<file path="src/pdc_pkg.sv">
package pdc_pkg;

  // Register bank geometry
  localparam int PDC_NREG = 11;
  localparam int PDC_AW = 7;

  // Printed register offsets
  localparam logic [6:0] PDC_OFF_FB_PHASE_HI = 7'h00;
  localparam logic [6:0] PDC_OFF_FB_LOW = 7'h01;
  localparam logic [6:0] PDC_OFF_FB2_LOW = 7'h02;
  localparam logic [6:0] PDC_OFF_FB2_MSB_BYP = 7'h03;
  localparam logic [6:0] PDC_OFF_IN_PHASE_HI = 7'h04;
  localparam logic [6:0] PDC_OFF_IN_LOW = 7'h05;
  localparam logic [6:0] PDC_OFF_PREDIV_MSB = 7'h08;
  localparam logic [6:0] PDC_OFF_PREDIV_LOW = 7'h09;
  localparam logic [6:0] PDC_OFF_VCXO_BYP = 7'h0a;
  localparam logic [6:0] PDC_OFF_DBL_SRC = 7'h0c;
  localparam logic [6:0] PDC_OFF_LOCK_SER = 7'h1f;

  // Storage slot of each register
  localparam int PDC_IDX_FB_PHASE_HI = 0;
  localparam int PDC_IDX_FB_LOW = 1;
  localparam int PDC_IDX_FB2_LOW = 2;
  localparam int PDC_IDX_FB2_MSB_BYP = 3;
  localparam int PDC_IDX_IN_PHASE_HI = 4;
  localparam int PDC_IDX_IN_LOW = 5;
  localparam int PDC_IDX_PREDIV_MSB = 6;
  localparam int PDC_IDX_PREDIV_LOW = 7;
  localparam int PDC_IDX_VCXO_BYP = 8;
  localparam int PDC_IDX_DBL_SRC = 9;
  localparam int PDC_IDX_LOCK_SER = 10;

  // Offsets by slot, highest slot first
  localparam logic [PDC_NREG-1:0][6:0] PDC_OFFSET = {
    PDC_OFF_LOCK_SER, PDC_OFF_DBL_SRC, PDC_OFF_VCXO_BYP, PDC_OFF_PREDIV_LOW,
    PDC_OFF_PREDIV_MSB, PDC_OFF_IN_LOW, PDC_OFF_IN_PHASE_HI, PDC_OFF_FB2_MSB_BYP,
    PDC_OFF_FB2_LOW, PDC_OFF_FB_LOW, PDC_OFF_FB_PHASE_HI};

  // Implemented bits by slot; reserved bits stay zero
  localparam logic [PDC_NREG-1:0][7:0] PDC_MASK = {
    8'hff, 8'hff, 8'h01, 8'hff, 8'h01, 8'hff, 8'hef, 8'h81, 8'hff, 8'hff, 8'hff};

  // Power-on values: phase 101, feedback 3072, second feedback 30, input 3072, prediv 24
  localparam logic [PDC_NREG-1:0][7:0] PDC_RESET = {
    8'h00, 8'h00, 8'h00, 8'h18, 8'h00, 8'h00, 8'h0c, 8'h00, 8'h1e, 8'h00, 8'hac};

  // Field positions
  localparam int PDC_PHASE_MSB = 7;
  localparam int PDC_PHASE_LSB = 5;
  localparam int PDC_FB2_PD_BIT = 4;
  localparam int PDC_HI_NIB_MSB = 3;
  localparam int PDC_FB2_MSB_BIT = 7;
  localparam int PDC_FLAG_BIT = 0;
  localparam int PDC_DBL_BIT = 7;
  localparam int PDC_SRC_BIT = 6;
  localparam int PDC_NARROW_MSB = 5;
  localparam int PDC_MASK_BIT = 7;
  localparam int PDC_WIRE_BIT = 6;
  localparam int PDC_STV_BIT = 5;
  localparam int PDC_SPV_BIT = 4;
  localparam int PDC_OCTL_MSB = 3;

  // Serial frame: read flag, 7 address bits, 8 data bits, MSB first
  localparam logic [4:0] PDC_HDR_BITS = 5'h08;
  localparam logic [4:0] PDC_FRAME_BITS = 5'h10;

endpackage

</file>
<file path="src/pdc_reg_if.sv">
interface pdc_reg_if;
  import pdc_pkg::*;
  logic wr_stb;
  logic [PDC_AW-1:0] addr;
  logic [7:0] wdata;
  logic [7:0] rdata;
  logic wire_mode;

  modport port (output wr_stb, output addr, output wdata, input rdata, input wire_mode);
  modport bank (input wr_stb, input addr, input wdata, output rdata, output wire_mode);
endinterface

</file>
<file path="src/pdc_spi_port.sv">
module pdc_spi_port
  import pdc_pkg::*;
(
  // Clock and reset
  input wire logic clk_sys,
  input wire logic rstn,
  // Serial control pins
  input wire logic spi_cs_n,
  input wire logic spi_sclk,
  input wire logic serial_data_pin_i,
  output logic serial_data_pin_o,
  output logic serial_data_pin_oe,
  output logic serial_out_pin_o,
  output logic serial_out_pin_oe,
  // Register access
  pdc_reg_if.port regs
);

  typedef struct packed {
    logic sclk_prev;
    logic [4:0] cnt;
    logic [6:0] shift;
    logic rd;
    logic [6:0] addr;
    logic [7:0] tx;
    logic dout;
    logic drive;
    logic dat_oe;
    logic sdo_oe;
    logic wr_stb;
    logic [7:0] wdata;
  } pdc_spi_state_t;

  pdc_spi_state_t q, d;

  // Frame decode; sclk is sampled so edges are seen one clk_sys late
  always_comb begin
    d = q;
    d.wr_stb = 1'b0;
    d.sclk_prev = spi_sclk;
    if (spi_cs_n) begin
      d.cnt = 5'h00;
      d.drive = 1'b0;
      d.rd = 1'b0;
    end else if (spi_sclk && !q.sclk_prev && q.cnt < PDC_FRAME_BITS) begin
      d.shift = {q.shift[5:0], serial_data_pin_i};
      d.cnt = q.cnt + 5'h01;
      if (q.cnt == PDC_HDR_BITS - 5'h01) begin
        d.rd = q.shift[6];
        d.addr = {q.shift[5:0], serial_data_pin_i};
      end
      if (q.cnt == PDC_FRAME_BITS - 5'h01 && !q.rd) begin
        d.wr_stb = 1'b1;
        d.wdata = {q.shift[6:0], serial_data_pin_i};
      end
    end else if (!spi_sclk && q.sclk_prev && q.rd && q.cnt >= PDC_HDR_BITS && q.cnt < PDC_FRAME_BITS) begin
      // Read data leaves on falling edges so the master samples it on rising ones
      if (q.cnt == PDC_HDR_BITS) begin
        d.dout = regs.rdata[7];
        d.tx = {regs.rdata[6:0], 1'b0};
        d.drive = 1'b1;
      end else begin
        d.dout = q.tx[7];
        d.tx = {q.tx[6:0], 1'b0};
      end
    end
    // Wire mode picks which pin drives; the other stays released
    d.dat_oe = d.drive && !regs.wire_mode;
    d.sdo_oe = d.drive && regs.wire_mode;
  end

  always_ff @(posedge clk_sys or negedge rstn) begin
    if (!rstn) begin
      q <= '0;
    end else begin
      q <= d;
    end
  end

  assign serial_data_pin_o = q.dout;
  assign serial_data_pin_oe = q.dat_oe;
  assign serial_out_pin_o = q.dout;
  assign serial_out_pin_oe = q.sdo_oe;
  assign regs.wr_stb = q.wr_stb;
  assign regs.addr = q.addr;
  assign regs.wdata = q.wdata;

endmodule

</file>
<file path="src/pdc_status_out.sv">
module pdc_status_out
  import pdc_pkg::*;
(
  // Clock and reset
  input wire logic clk_sys,
  input wire logic rstn,
  // Loop conditions and settings
  input wire logic vcxo_stage_lock_loss,
  input wire logic synth_lock_loss,
  input wire logic lock_loss_report_mask,
  input wire logic freq_doubler_sel,
  input wire logic [5:0] synth_prediv_narrow,
  // Results
  output logic lock_pin,
  output logic [5:0] synth_prediv_eff
);

  typedef struct packed {
    logic lock;
    logic [5:0] eff;
  } pdc_status_state_t;

  pdc_status_state_t q, d;

  // Lock pin falls on any reported loss; masked first-stage loss is invisible
  always_comb begin
    d = q;
    d.lock = !((vcxo_stage_lock_loss && !lock_loss_report_mask) || synth_lock_loss);
    // Doubling takes over the second-stage input, so the narrow divider means nothing
    d.eff = freq_doubler_sel ? 6'h00 : synth_prediv_narrow;
  end

  always_ff @(posedge clk_sys or negedge rstn) begin
    if (!rstn) begin
      q <= '0;
    end else begin
      q <= d;
    end
  end

  assign lock_pin = q.lock;
  assign synth_prediv_eff = q.eff;

endmodule

</file>
<file path="src/pdc_divider_regs.sv">
// Notes on behaviour
// - First feedback divider is a 12-bit read/write ratio, default 3072.
// - Feedback and input phase fields set lock-detect window; feedback phase defaults 101.
// - Offsets 0x00, 0x01, 0x02 hold feedback phase, powerdown and divider bytes.
// - Offsets 0x03, 0x04, 0x05 hold second divider MSB, bypass, input divider.
// - Offsets 0x08, 0x09, 0x0a, 0x0c hold prediv, stage bypass, doubler, source.
// - Offset 0x1f holds lock mask, wire mode, two voltage selects, output field.
// - Wire mode 0 shares data pin, out pin released; 1 drives out pin.
// - Mask set hides first-stage lock loss from lock pin; clear reports it.
// - Doubler set ignores narrow prediv; clear divides by narrow prediv.
module pdc_divider_regs
  import pdc_pkg::*;
(
  // Clock and reset
  input wire logic clk_sys,
  input wire logic rstn,
  // Serial control pins
  input wire logic spi_cs_n,
  input wire logic spi_sclk,
  input wire logic serial_data_pin_i,
  output logic serial_data_pin_o,
  output logic serial_data_pin_oe,
  output logic serial_out_pin_o,
  output logic serial_out_pin_oe,
  // Loop status
  input wire logic vcxo_stage_lock_loss,
  input wire logic synth_lock_loss,
  output logic lock_pin,
  // First stage settings
  output logic [2:0] feedback_sample_phase,
  output logic second_feedback_powerdown,
  output logic [11:0] vcxo_feedback_divider,
  output logic [8:0] second_feedback_divider,
  output logic synth_bypass_flag,
  output logic [2:0] input_sample_phase,
  output logic [11:0] vcxo_input_divider,
  output logic vcxo_stage_bypass,
  // Second stage settings
  output logic [8:0] synth_prediv_wide,
  output logic freq_doubler_sel,
  output logic output_source_sel,
  output logic [5:0] synth_prediv_narrow,
  output logic [5:0] synth_prediv_eff,
  // Interface and reporting settings
  output logic lock_loss_report_mask,
  output logic serial_wire_mode,
  output logic status_pin_voltage_sel,
  output logic serial_pin_voltage_sel,
  output logic [3:0] vcxo_out_ctrl_field
);

  typedef struct packed {
    logic [PDC_NREG-1:0][7:0] regs;
  } pdc_bank_state_t;

  typedef struct packed {
    logic hit;
    logic [3:0] idx;
  } pdc_slot_t;

  pdc_bank_state_t q, d;
  pdc_slot_t wr_slot;
  pdc_slot_t rd_slot;

  pdc_reg_if bus ();

  // Maps an address to its storage slot; unmapped addresses miss
  function automatic pdc_slot_t pdc_decode(input logic [PDC_AW-1:0] a);
    pdc_slot_t s;
    s.hit = 1'b0;
    s.idx = 4'h0;
    for (int i = 0; i < PDC_NREG; i++) begin
      if (PDC_OFFSET[i] == a) begin
        s.hit = 1'b1;
        s.idx = 4'(i);
      end
    end
    return s;
  endfunction

  // Serial front end
  pdc_spi_port u_spi (
    .clk_sys(clk_sys),
    .rstn(rstn),
    .spi_cs_n(spi_cs_n),
    .spi_sclk(spi_sclk),
    .serial_data_pin_i(serial_data_pin_i),
    .serial_data_pin_o(serial_data_pin_o),
    .serial_data_pin_oe(serial_data_pin_oe),
    .serial_out_pin_o(serial_out_pin_o),
    .serial_out_pin_oe(serial_out_pin_oe),
    .regs(bus.port)
  );

  // Lock reporting and effective second-stage predivider
  pdc_status_out u_status (
    .clk_sys(clk_sys),
    .rstn(rstn),
    .vcxo_stage_lock_loss(vcxo_stage_lock_loss),
    .synth_lock_loss(synth_lock_loss),
    .lock_loss_report_mask(lock_loss_report_mask),
    .freq_doubler_sel(freq_doubler_sel),
    .synth_prediv_narrow(synth_prediv_narrow),
    .lock_pin(lock_pin),
    .synth_prediv_eff(synth_prediv_eff)
  );

  // Write path; masking keeps reserved bits at zero whatever software writes
  always_comb begin
    d = q;
    wr_slot = pdc_decode(bus.addr);
    if (bus.wr_stb && wr_slot.hit) begin
      d.regs[wr_slot.idx] = bus.wdata & PDC_MASK[wr_slot.idx];
    end
  end

  // Read path; unmapped offsets answer zero
  always_comb begin
    rd_slot = pdc_decode(bus.addr);
    bus.rdata = rd_slot.hit ? (q.regs[rd_slot.idx] & PDC_MASK[rd_slot.idx]) : 8'h00;
  end

  assign bus.wire_mode = serial_wire_mode;

  // Power-on values come straight from the constant table
  always_ff @(posedge clk_sys or negedge rstn) begin
    if (!rstn) begin
      q.regs <= PDC_RESET;
    end else begin
      q <= d;
    end
  end

  // Offset 0x00 and 0x01: phase, powerdown, 12-bit feedback divider
  assign feedback_sample_phase = q.regs[PDC_IDX_FB_PHASE_HI][PDC_PHASE_MSB:PDC_PHASE_LSB];
  assign second_feedback_powerdown = q.regs[PDC_IDX_FB_PHASE_HI][PDC_FB2_PD_BIT];
  assign vcxo_feedback_divider = {q.regs[PDC_IDX_FB_PHASE_HI][PDC_HI_NIB_MSB:0],
                                  q.regs[PDC_IDX_FB_LOW]};

  // Offset 0x02 and 0x03: second feedback divider and bypass flag
  assign second_feedback_divider = {q.regs[PDC_IDX_FB2_MSB_BYP][PDC_FB2_MSB_BIT],
                                    q.regs[PDC_IDX_FB2_LOW]};
  assign synth_bypass_flag = q.regs[PDC_IDX_FB2_MSB_BYP][PDC_FLAG_BIT];

  // Offset 0x04 and 0x05: input phase and input divider; bit 4 is reserved
  assign input_sample_phase = q.regs[PDC_IDX_IN_PHASE_HI][PDC_PHASE_MSB:PDC_PHASE_LSB];
  assign vcxo_input_divider = {q.regs[PDC_IDX_IN_PHASE_HI][PDC_HI_NIB_MSB:0],
                               q.regs[PDC_IDX_IN_LOW]};

  // Offset 0x08, 0x09, 0x0a, 0x0c: prediv, bypass, doubler, source
  assign synth_prediv_wide = {q.regs[PDC_IDX_PREDIV_MSB][PDC_FLAG_BIT],
                              q.regs[PDC_IDX_PREDIV_LOW]};
  assign vcxo_stage_bypass = q.regs[PDC_IDX_VCXO_BYP][PDC_FLAG_BIT];
  assign freq_doubler_sel = q.regs[PDC_IDX_DBL_SRC][PDC_DBL_BIT];
  assign output_source_sel = q.regs[PDC_IDX_DBL_SRC][PDC_SRC_BIT];
  assign synth_prediv_narrow = q.regs[PDC_IDX_DBL_SRC][PDC_NARROW_MSB:0];

  // Offset 0x1f: reporting mask, wire mode, voltage selects, output field
  assign lock_loss_report_mask = q.regs[PDC_IDX_LOCK_SER][PDC_MASK_BIT];
  assign serial_wire_mode = q.regs[PDC_IDX_LOCK_SER][PDC_WIRE_BIT];
  assign status_pin_voltage_sel = q.regs[PDC_IDX_LOCK_SER][PDC_STV_BIT];
  assign serial_pin_voltage_sel = q.regs[PDC_IDX_LOCK_SER][PDC_SPV_BIT];
  assign vcxo_out_ctrl_field = q.regs[PDC_IDX_LOCK_SER][PDC_OCTL_MSB:0];

endmodule

</file>
<file path="config.mk">
export PLATFORM = sky130hd
export DESIGN_NAME = pdc_divider_regs
export DESIGN_NICKNAME = d
export VERILOG_FILES = /design/src/pdc_pkg.sv /design/src/pdc_reg_if.sv /design/src/pdc_spi_port.sv /design/src/pdc_status_out.sv /design/src/pdc_divider_regs.sv
export SDC_FILE = /design/constraint.sdc
export NUM_CORES = 1
export LEC_CHECK = 0
export ABC_AREA = 1
export BUFFER_PORTS_ARGS = -buffer_cell sky130_fd_sc_hd__buf_2
export CAP_MARGIN = 5
export CORE_MARGIN = 2
export CORE_UTILIZATION = 39
export CTS_BUF_LIST = sky130_fd_sc_hd__clkbuf_4 sky130_fd_sc_hd__clkbuf_8 sky130_fd_sc_hd__clkbuf_16
export CTS_CLUSTER_SIZE = 40
export DETAILED_ROUTE_END_ITERATION = 6
export GPL_TIMING_DRIVEN = 0
export PLACE_DENSITY = 0.59
export SETUP_SLACK_MARGIN = 0.3
export SLEW_MARGIN = 10
export SYNTH_ARGS = -nofsm -noshare
export SYNTH_HDL_FRONTEND = slang
export SYNTH_SLANG_ARGS = --single-unit
</file>
<file path="constraint.sdc">
create_clock -name clk_sys -period 2 [get_ports clk_sys]
set_input_delay 0.2 -clock clk_sys [delete_from_list [all_inputs] [get_ports clk_sys]]
set_output_delay 0.2 -clock clk_sys [all_outputs]
set_load 0.01 [all_outputs]
</file>
==> metrics.txt, run 1 <==
total of max-cap violations=0; switch share=0.2189; failing checks=negative setup slack; initial antenna violation count=0; Final period util=1.062; hpwl dp=12.01 mm; status=finished with violations; core area=0.01600 mm^2; multiplexer share of the synthesized area=0; final net count=971; via count=5927; commonest non-fill, non-tap cell in the layout=nand2_1; clock slew at reported path FFs=about 60 ps; Internal=~5.3 mW; Buffers on Ports=84; via density per instance=4.981; RSZ-0062 raised after global routing=yes; Die ar.=0.01751 mm^2; Setup-failing EPs final=45; critical path data required time=2360 ps; Remaining DRCs=0; slew margin rel.=0.4756; Antenna Nets Post-Route=0; cell taking the most area after synthesis=dfrtp_1; adder-cell area share of the yosys netlist=0.005846; Critical Path Sink Type=flop; Pins Over Slew Limit=0; DRT Pass-1 Iters=6; Yosys cell types=39; Fmax=0.4709 GHz; Worst Clk Skew=9.092 ps; Max Fanout on Critical Path=6; Die H=~130 um; synthesis-stage register bit count=131; setup TNS=-1627 ps; Setup CP Type=flop to flop; Initial Util=0.4013; Placed Cells=1070; RD Place Congestion=approximately 0.83; Tmin final=around 2100 ps; WL/cell=approximately 17 um; Area Overhead vs Synth=52.07%; filler instances=1340; total global-route track usage=0.2305; Clock Sink Count=131; clock power share=0.531; commonest non-fill, non-tap cells in the layout=nand2_1, dfrtp_1, buf_4, buf_2, inv_1; XOR/XNOR share of the synthesized area=0.001364; post-synthesis instance area=0.006421 mm^2; vias in the first global route=5807; Power Density=690.7 mW/mm^2; Worst Max-Slew Pin Slew=786.6 ps; Comb power frac=0.069; I/O pin cnt=85; largest net degree at the start of global routing=between 80 and 90; initial DRC count=434; CTS tree=done; CP arrival=roughly 2500 ps; post-route insts no fill=1190; sequential share of the synthesized area=0.5129; H-tree levels=4; post-synthesis compound-gate area fraction=0.1204; setup slack after layout=-123.7 ps; top cells by area, synth=dfrtp_1, nand2_1, o21ai_0; Antenna diodes=0; Reg power frac=0.400; syn avg cell area=8.350 um^2; leakage=roughly 4.8 nW; final hold vios=0; Final Util=0.6103; syn_nets=slightly below 800; Cells after Synth=769; first-pass GRT wire length=31.24 mm; post-synth top area share=0.4638; layout cells sized above 1=0.5103; largest family of logic cells by synthesized area=simple AND/OR/NAND/NOR gates; Clock Tree Buf Depth=2; Critical Path Start Type=flop; Site Rows=46; total CTS buffers=17; warnings from Yosys=0; chip width=132.3 um; final WL=20.45 mm; clk_lat worst skew=between 400 and 500 ps; switching power total=1.476 mW; simple-gate share of the synthesized area=0.2231; HP Class=primary input to flop; Peak VDD IR=0.6169 mV; global route overflow=0; Power Total=6.744 mW; Worst Hold Slack=~25 ps; CTS root buf=clkbuf_16
[layout make-up]
cell class / count / area, um^2 / area share
Buffer: 80 / 681.9 / 0.06984
Clock inverter: 8 / 170.2 / 0.01743
Tap cell: 216 / 270.3 / 0.02768
Clock buffer: 24 / 509.2 / 0.05215
Timing Repair Buffer: 172 / 1371 / 0.1404
Sequential cell: 131 / 3297 / 0.3376
Inverter: 82 / 322.8 / 0.03306
Multi-Input combinational cell: 477 / 3142 / 0.3218
[power by group through the flow]
stage,clock network (mW),logic (mW),registers (mW)
6_report,3.58,0.463,2.70
5_1_grt,3.72,0.503,2.70
4_1_cts,3.58,0.411,2.70
3_5_place_dp,0,0.291,2.74
3_3_place_gp,0,0.283,2.74
2_1_floorplan,0,0.154,2.74
[flip-flops by register name, summed over array words and instances (netlist names), 3 cells and up]
register	cells
u_spi.q	22
q	16
vcxo_feedback_divider	12
vcxo_input_divider	12
second_feedback_divider	9
synth_prediv_wide	9
u_spi.regs.wdata	8
u_spi.regs.addr	7
synth_prediv_narrow	6
u_status.synth_prediv_eff	6
vcxo_out_ctrl_field	4
feedback_sample_phase	3
input_sample_phase	3
[cells in the mapped netlist (all sizes together)]
master   number
nand2       201
dfrtp       119
o21ai       106
nor2         91
inv          81
buf          75
a21oi        25
nand3        20
dfstp        12
nand4         7
o22ai         7
clkbuf        5
or2           4
ha            3
nand3b        2
a21boi        1
a31oi         1
clkinv        1
nor3          1
nor4          1
o2111ai       1
o211ai        1
o311ai        1
o31ai         1
or3           1
xnor2         1
[stage by stage]
stage | worst slack [ps] | area [um^2]
detailed placement | -276.6 | 7173
global placement | -1148 | 7139
CTS | -35.28 | 9280
global route | -283.3 | 9764
finish | -123.7 | 9764
floorplan | 277.0 | 6449
[path summary, 6_finish.rpt]
kind	from	end	slack, ps	depth (start not counted)
min reg2reg	u_spi.q[33]	u_spi.q[34]	480	2
max	u_spi.regs.addr[4]	u_spi.q[17]	-120	12
min	spi_cs_n	u_spi.q[40]	20	2
max in group asynchronous	rstn	second_feedback_divider[1]	910	3
min in group asynchronous	rstn	u_status.synth_prediv_eff[3]	280	2
max reg2reg	u_spi.regs.addr[4]	u_spi.q[17]	-120	12
[metal layers]
| metal | part of all wire | wire [um] | global-route usage |
|---|---|---|---|
| met5 | 0 | 0 | 0 |
| met2 | 0.50 | 10140 | 0.3741 |
| met1 | 0.42 | 8532 | 0.3029 |
| met3 | 0.056 | 1147 | 0.05229 |
| met4 | 0.031 | 631 | 0.08483 |
[critical path: stages (launching register included)]
cell     delay, ps
dfrtp_1        390
inv_2          100
nand2_2         80
nor2_4         240
nand2_4        110
nand4_4        200
nand2_4        150
buf_12         190
o21ai_2        110
inv_1           60
a21oi_2        180
nand3_2        110
a21oi_2        130
[cell families after synthesis]
kind of cell               count (synthesis)
xor gates and xnor gates                   1
DFF                                      131
and+or+nand+nor                          328
adders and majority gates                  3
AOI/OAI and AO/OA                        144
buffers and inverters                    162
[repair_timing]
action,CTS,global route
cloned,7,3
hold buffers,4,0
endpoints found under the setup margin,109,116
hold endpoints to repair,48,0
setup buffers,60,14
resized for setup,272,95
pin swaps,54,42
(Power assumes the default switching activity.)
==> run 2: changes to the inputs <==
--- a/config.mk
+++ b/config.mk
@@ -15,8 +15,9 @@
 export DETAILED_ROUTE_END_ITERATION = 6
 export GPL_TIMING_DRIVEN = 0
 export PLACE_DENSITY = 0.59
-export SETUP_SLACK_MARGIN = 0.3
+export SETUP_SLACK_MARGIN = 0.4
 export SLEW_MARGIN = 10
 export SYNTH_ARGS = -nofsm -noshare
 export SYNTH_HDL_FRONTEND = slang
 export SYNTH_SLANG_ARGS = --single-unit
+export TNS_END_PERCENT = 20
==> run 2 against run 1 <==
  * The flow still finishes with violations (negative setup slack)
  * Via count is 3.0% lower
  * Register-to-register slack worse by 50 ps
  * Die area did not move
  * First-iteration DRC count rose by 3.9%
  * Non-clock buffer count shrank 15
==> metrics.txt, run 2 (synthesis gave the netlist of run 1 again) <==
initial antenna violation count=0; Buffers on Ports=84; commonest non-fill, non-tap cells in the layout=nand2_1, dfrtp_1, buf_4, buf_2, inv_1; leakage=4.654 nW; critical path data required time=2310 ps; Final Util=0.5785; max incr delay on CP=390 ps; global route overflow=0; status=finished with violations; slowest CP cell=dfrtp_1; commonest non-fill, non-tap cell in the layout=nand2_1; FF-to-FF Start=u_spi.regs.addr[4]; first-pass GRT wire length=29.80 mm; largest net degree at the start of global routing=77; Tmin final=2170 ps; setup slack after layout=-169.7 ps; CP delay by family, top=simple AND/OR/NAND/NOR gates; initial DRC count=451; Final period util=1.085; via count=5749; H-tree levels=4; Setup-failing EPs final=62; Buf+Inv Stages, Crit Path=2; total global-route track usage=0.2197; Worst Max-Slew Pin Slew=744.4 ps; hpwl dp=12.01 mm; Site Rows=46; I/O pin cnt=85; r2r setup slk=-170 ps; hold path cells=2; CTS root buf=clkbuf_16; worst-path cell chain=inv_2 > nand2_2 > nor2_4 > nand2_2 > nand4_4 > nand2_4 > buf_6 > or2_4 > nand3b_1 > nor2_2 > nor2_1 > nand2_1 > nand2_1 > nand2_1; RSZ-0062 raised after global routing=yes; Worst Hold End=u_spi.q[40]; largest registers=u_spi.q (22), q (16); chip width=132.3 um; Die H=132.3 um; HP Start=spi_cs_n; Pins Over Slew Limit=0; layout cells sized above 1=0.4624; failing checks=negative setup slack; RD Place Congestion=slightly below 0.9; HP Class=primary input to flop; Antenna Nets Post-Route=0; Area Overhead vs Synth=44.15%; Max Fanout on Critical Path=7; via density per instance=between 4 and 5; reg2reg path depth=14; Placed Cells=1070; DRT Pass-1 Iters=5; Setup CP Type=flop to flop; slew margin rel.=0.5038; Critical Path Sink Type=flop; Critical Path Start Type=flop; final hold vios=0; Die ar.=0.01751 mm^2; CP arrival=2480 ps; Worst Clk Skew=slightly below 7 ps; R2R Path End=u_spi.serial_data_pin_o; total CTS buffers=17; final net count=approximately 960; post-route insts no fill=1174; most frequent CP cell=nand2_1; max reg flops=22; Reg with most FFs=u_spi.q; Clock Tree Buf Depth=2; Power Density=672.1 mW/mm^2; Clock Sink Count=131; Initial Util=0.4013; total of max-cap violations=0; vias in the first global route=5511; Antenna diodes=0; Fmax=roughly 0.46 GHz; WL/cell=16.28 um; core area=0.01600 mm^2; Peak VDD IR=0.6482 mV; CTS tree=done; clock slew at reported path FFs=50 ps; clk_lat worst skew=420 ps; Remaining DRCs=0; final WL=19.11 mm
-- run 2: per-stage QoR --
| stage | TNS [ps] | power, mW | setup WS, ps | hold WS (ps) | area, um^2 |
|---|---|---|---|---|---|
| floorplan | 0 | 2.900 | 277.3 | -95.59 | 6469 |
| global placement | -147200 | 3.030 | -1144 | 322.8 | 7159 |
| detailed placement | -8280 | 3.038 | -244.1 | 205.7 | 7193 |
| CTS | -406.9 | 6.203 | -70.31 | 6.491 | 8773 |
| global route | -11290 | 6.423 | -283.9 | 25.83 | 9256 |
| finish | -3367 | 6.221 | -169.7 | 20.25 | 9256 |
-- run 2: worst max path at each step --
| stage | cells past startpoint | end | slack, ps | startpoint |
|---|---|---|---|---|
| 6_report | 14 | u_spi.serial_data_pin_o | -170 | u_spi.regs.addr[4] |
| 2_1_floorplan | 11 | u_spi.serial_data_pin_o | 280 | u_spi.regs.addr[3] |
| 3_5_place_dp | 10 | second_feedback_powerdown | -240 | u_spi.regs.addr[1] |
| 3_3_place_gp | 1 | u_spi.q[37] | -1140 | rstn |
| 4_1_cts | 14 | u_spi.serial_data_pin_o | -70 | u_spi.regs.addr[3] |
| 5_1_grt | 14 | u_spi.serial_data_pin_o | -280 | u_spi.regs.addr[4] |
-- run 2: what timing repair did --
action	in CTS	in global routing
endpoints found under the hold margin	47	0
hold buffers	4	0
pin swaps	35	42
gates resized for setup	190	104
gates cloned	6	2
buffers inserted	46	14
setup endpoints to repair	106	117
-- run 2: final cells by class --
cell class | instances | area, um^2
Timing Repair Buffer | 157 | 1172
Buffer | 80 | 671.9
Multi-Input combinational cell | 476 | 2948
Clock buffer | 26 | 499.2
Inverter | 82 | 317.8
Sequential cell | 131 | 3297
Tap cell | 216 | 270.3
Fill cell | 1414 | 6744
Clock inverter | 6 | 80.08
-- run 2: per-layer routing --
metal  GRT usage  vias up  part of all wire
met3     0.04229       39             0.046
met4      0.1033        0             0.034
met5           0        -                 0
met2      0.3458      169              0.48
met1      0.2933     2776              0.44
li1            -     2765                 -
-- run 2: where the power goes --
part | total [mW] | internal (mW) | switching [mW] | leakage (nW)
logic | 0.436 | 0.159 | 0.277 | 2.60
registers | 2.70 | 2.68 | 0.0169 | 1.75
clock network | 3.08 | 1.97 | 1.12 | 0.297
total | 6.22 | 4.81 | 1.41 | 4.65
-- run 2: worst register-to-register path, delay by kind of cell (launching register included) --
family,cells,cell delay [ps]
simple gates,12,1450
flops,1,390
buf+inv,2,210
==> run 3: changes to the inputs <==
--- a/config.mk
+++ b/config.mk
@@ -8,13 +8,15 @@
 export ABC_AREA = 1
 export BUFFER_PORTS_ARGS = -buffer_cell sky130_fd_sc_hd__buf_2
 export CAP_MARGIN = 5
+export CELL_PAD_IN_SITES_DETAIL_PLACEMENT = 1
+export CELL_PAD_IN_SITES_GLOBAL_PLACEMENT = 1
 export CORE_MARGIN = 2
 export CORE_UTILIZATION = 39
 export CTS_BUF_LIST = sky130_fd_sc_hd__clkbuf_4 sky130_fd_sc_hd__clkbuf_8 sky130_fd_sc_hd__clkbuf_16
 export CTS_CLUSTER_SIZE = 40
 export DETAILED_ROUTE_END_ITERATION = 6
 export GPL_TIMING_DRIVEN = 0
-export PLACE_DENSITY = 0.59
+export PLACE_DENSITY = 0.74
 export SETUP_SLACK_MARGIN = 0.4
 export SLEW_MARGIN = 10
 export SYNTH_ARGS = -nofsm -noshare
==> run 3 against run 2 <==
  * The run still ends with negative setup slack left
  * Global-route usage grew 3.9 points
  * Via count grew 4.3%
  * Register-to-register slack lost 130 ps
  * Sequential power hardly changed
  * Count of clock-buffer cells in the layout is 1 lower
  * Largest cell class unchanged
  * Highest routed layer unchanged
==> metrics.txt, run 3 (synthesis gave the netlist of run 1 again) <==
Die ar.=0.01751 mm^2; Initial Util=0.4013; HP Start=spi_cs_n; WL/cell=20.55 um; Setup CP Type=flop to flop; chip width=about 130 um; Reg with most FFs=u_spi.q; clock power share=0.478; DRT Pass-1 Iters=5; Placed Cells=1070; layout cells sized above 1=0.4324; initial antenna violation count=0; Comb power frac=0.074; global route overflow=0; Internal=4.562 mW; cell area after placement=about 0.0072 mm^2; hpwl dp=14.15 mm; final WL=23.59 mm; Site Rows=46; Fmax=0.4344 GHz; Worst Max-Slew Pin Slew=744.5 ps; Final period util=1.151; switching power total=1.480 mW; largest net degree at the start of global routing=69; failing checks=negative setup slack; final hold vios=0; first-pass GRT wire length=34.78 mm; Tmin final=2302 ps; switch share=0.2450; CP arrival=2620 ps; Pins Over Slew Limit=0; Critical Path Sink Type=flop; leakage=about 4.5 nW; final net count=930; critical path data required time=2320 ps; CTS root buf=clkbuf_16; Clock Sink Count=131; Setup-failing EPs final=64; Clock Tree Buf Depth=2; total CTS buffers=17; multi-input combinational cell area=0.002924 mm^2; status=finished with violations; FF-to-FF Start=u_spi.regs.addr[2]; CP startpoint=u_spi.regs.addr[2]; slew margin rel.=0.5037; Post-Layout Inst Area=0.008952 mm^2; initial DRC count=349; via count=5994; RSZ-0062 raised after global routing=yes; Buffers on Ports=84; Antenna Nets Post-Route=0; HP Class=primary input to flop; RD Place Congestion=0.8796; max reg flops=22; vias in the first global route=6367; commonest non-fill, non-tap cells in the layout=nand2_1, dfrtp_1, buf_4, buf_2, inv_1; total of max-cap violations=0; clock slew at reported path FFs=60 ps; Final Util=0.5595; Power Density=a little under 700 mW/mm^2; via density per instance=5.221; Area Overhead vs Synth=39.42%; Power Total=6.043 mW; Antenna diodes=0; filler instances=1877; Remaining DRCs=0; Die H=132.3 um; total area of sequential cells=between 0.003 and 0.004 mm^2; setup slack after layout=-302.0 ps; commonest non-fill, non-tap cell in the layout=nand2_1; Max Fanout on Critical Path=5; H-tree levels=4; Worst Clk Skew=7.261 ps; CTS tree=done; Critical Path Start Type=flop; Peak VDD IR=just over 0.6 mV; clk_lat worst skew=430 ps; Reg power frac=0.448; core area=0.01600 mm^2; I/O pin cnt=85; total global-route track usage=0.2583; largest registers=u_spi.q (22), q (16); post-route insts no fill=1148
## run 3: critical path: stages, from the launching register on
cell and delay [ps]:
dfrtp_2 460, nand2_4 110, nor2_1 60, nand4_1 210, inv_2 80, nor2_4 340, nand2_4 130, or2_1 250
nand3b_1 160, nor2_4 60, nor2_2 130, nand2_2 90, nand2_1 60, nand2_1 40
## run 3: layout make-up
class | instances | area share
plain buffers | 80 | 0.07701
clock inverters | 6 | 0.003354
inverters | 82 | 0.03634
well taps | 216 | 0.03019
clock buffers | 25 | 0.05632
flip-flops and latches | 131 | 0.3686
repair buffers | 131 | 0.1016
multi-input cells | 477 | 0.3266
## run 3: metrics by stage
step	TNS, ps	hold slack [ps]	setup WS, ps
2_1_floorplan	0	-95.59	277.3
3_3_place_gp	-131200	323.7	-1013
3_5_place_dp	-15730	255.1	-419.1
4_1_cts	-735.7	17.37	-122.9
5_1_grt	-13440	33.36	-355.3
6_report	-7743	19.21	-302.0
## run 3: timing repair
| item | 4_1_cts | 5_1_grt |
|---|---|---|
| setup endpoints to repair | 109 | 119 |
| hold buffers | 4 | 0 |
| buffers inserted | 25 | 12 |
| resized for setup | 176 | 94 |
| gates cloned | 3 | 3 |
| hold endpoints to repair | 60 | 0 |
| pin swaps | 30 | 37 |
## run 3: layer usage
metal | up-vias | share of wire | track usage | routed length [um]
li1 | 2709 | - | - | -
met1 | 3052 | 0.40 | 0.3129 | 9343
met2 | 185 | 0.53 | 0.4520 | 12520
met3 | 48 | 0.045 | 0.04268 | 1064
met4 | 0 | 0.028 | 0.1171 | 665
met5 | - | 0 | 0 | 0
## run 3: path summary, 6_finish.rpt
path | to | slack [ps] | cells past startpoint
max | u_spi.serial_data_pin_o | -300 | 13
min in group asynchronous | vcxo_input_divider[8] | 360 | 2
min reg2reg | q[51] | 470 | 2
max reg2reg | u_spi.serial_data_pin_o | -300 | 13
min | u_spi.q[40] | 20 | 2
max in group asynchronous | u_spi.regs.addr[5] | 850 | 3
## run 3: power groups by stage
stage	clock network [mW]	registers (mW)	logic [mW]
after floorplan	0	2.74	0.157
after global placement	0	2.74	0.286
after detailed placement	0	2.75	0.303
after CTS	2.88	2.70	0.386
after global routing	3.02	2.71	0.481
final	2.89	2.71	0.447
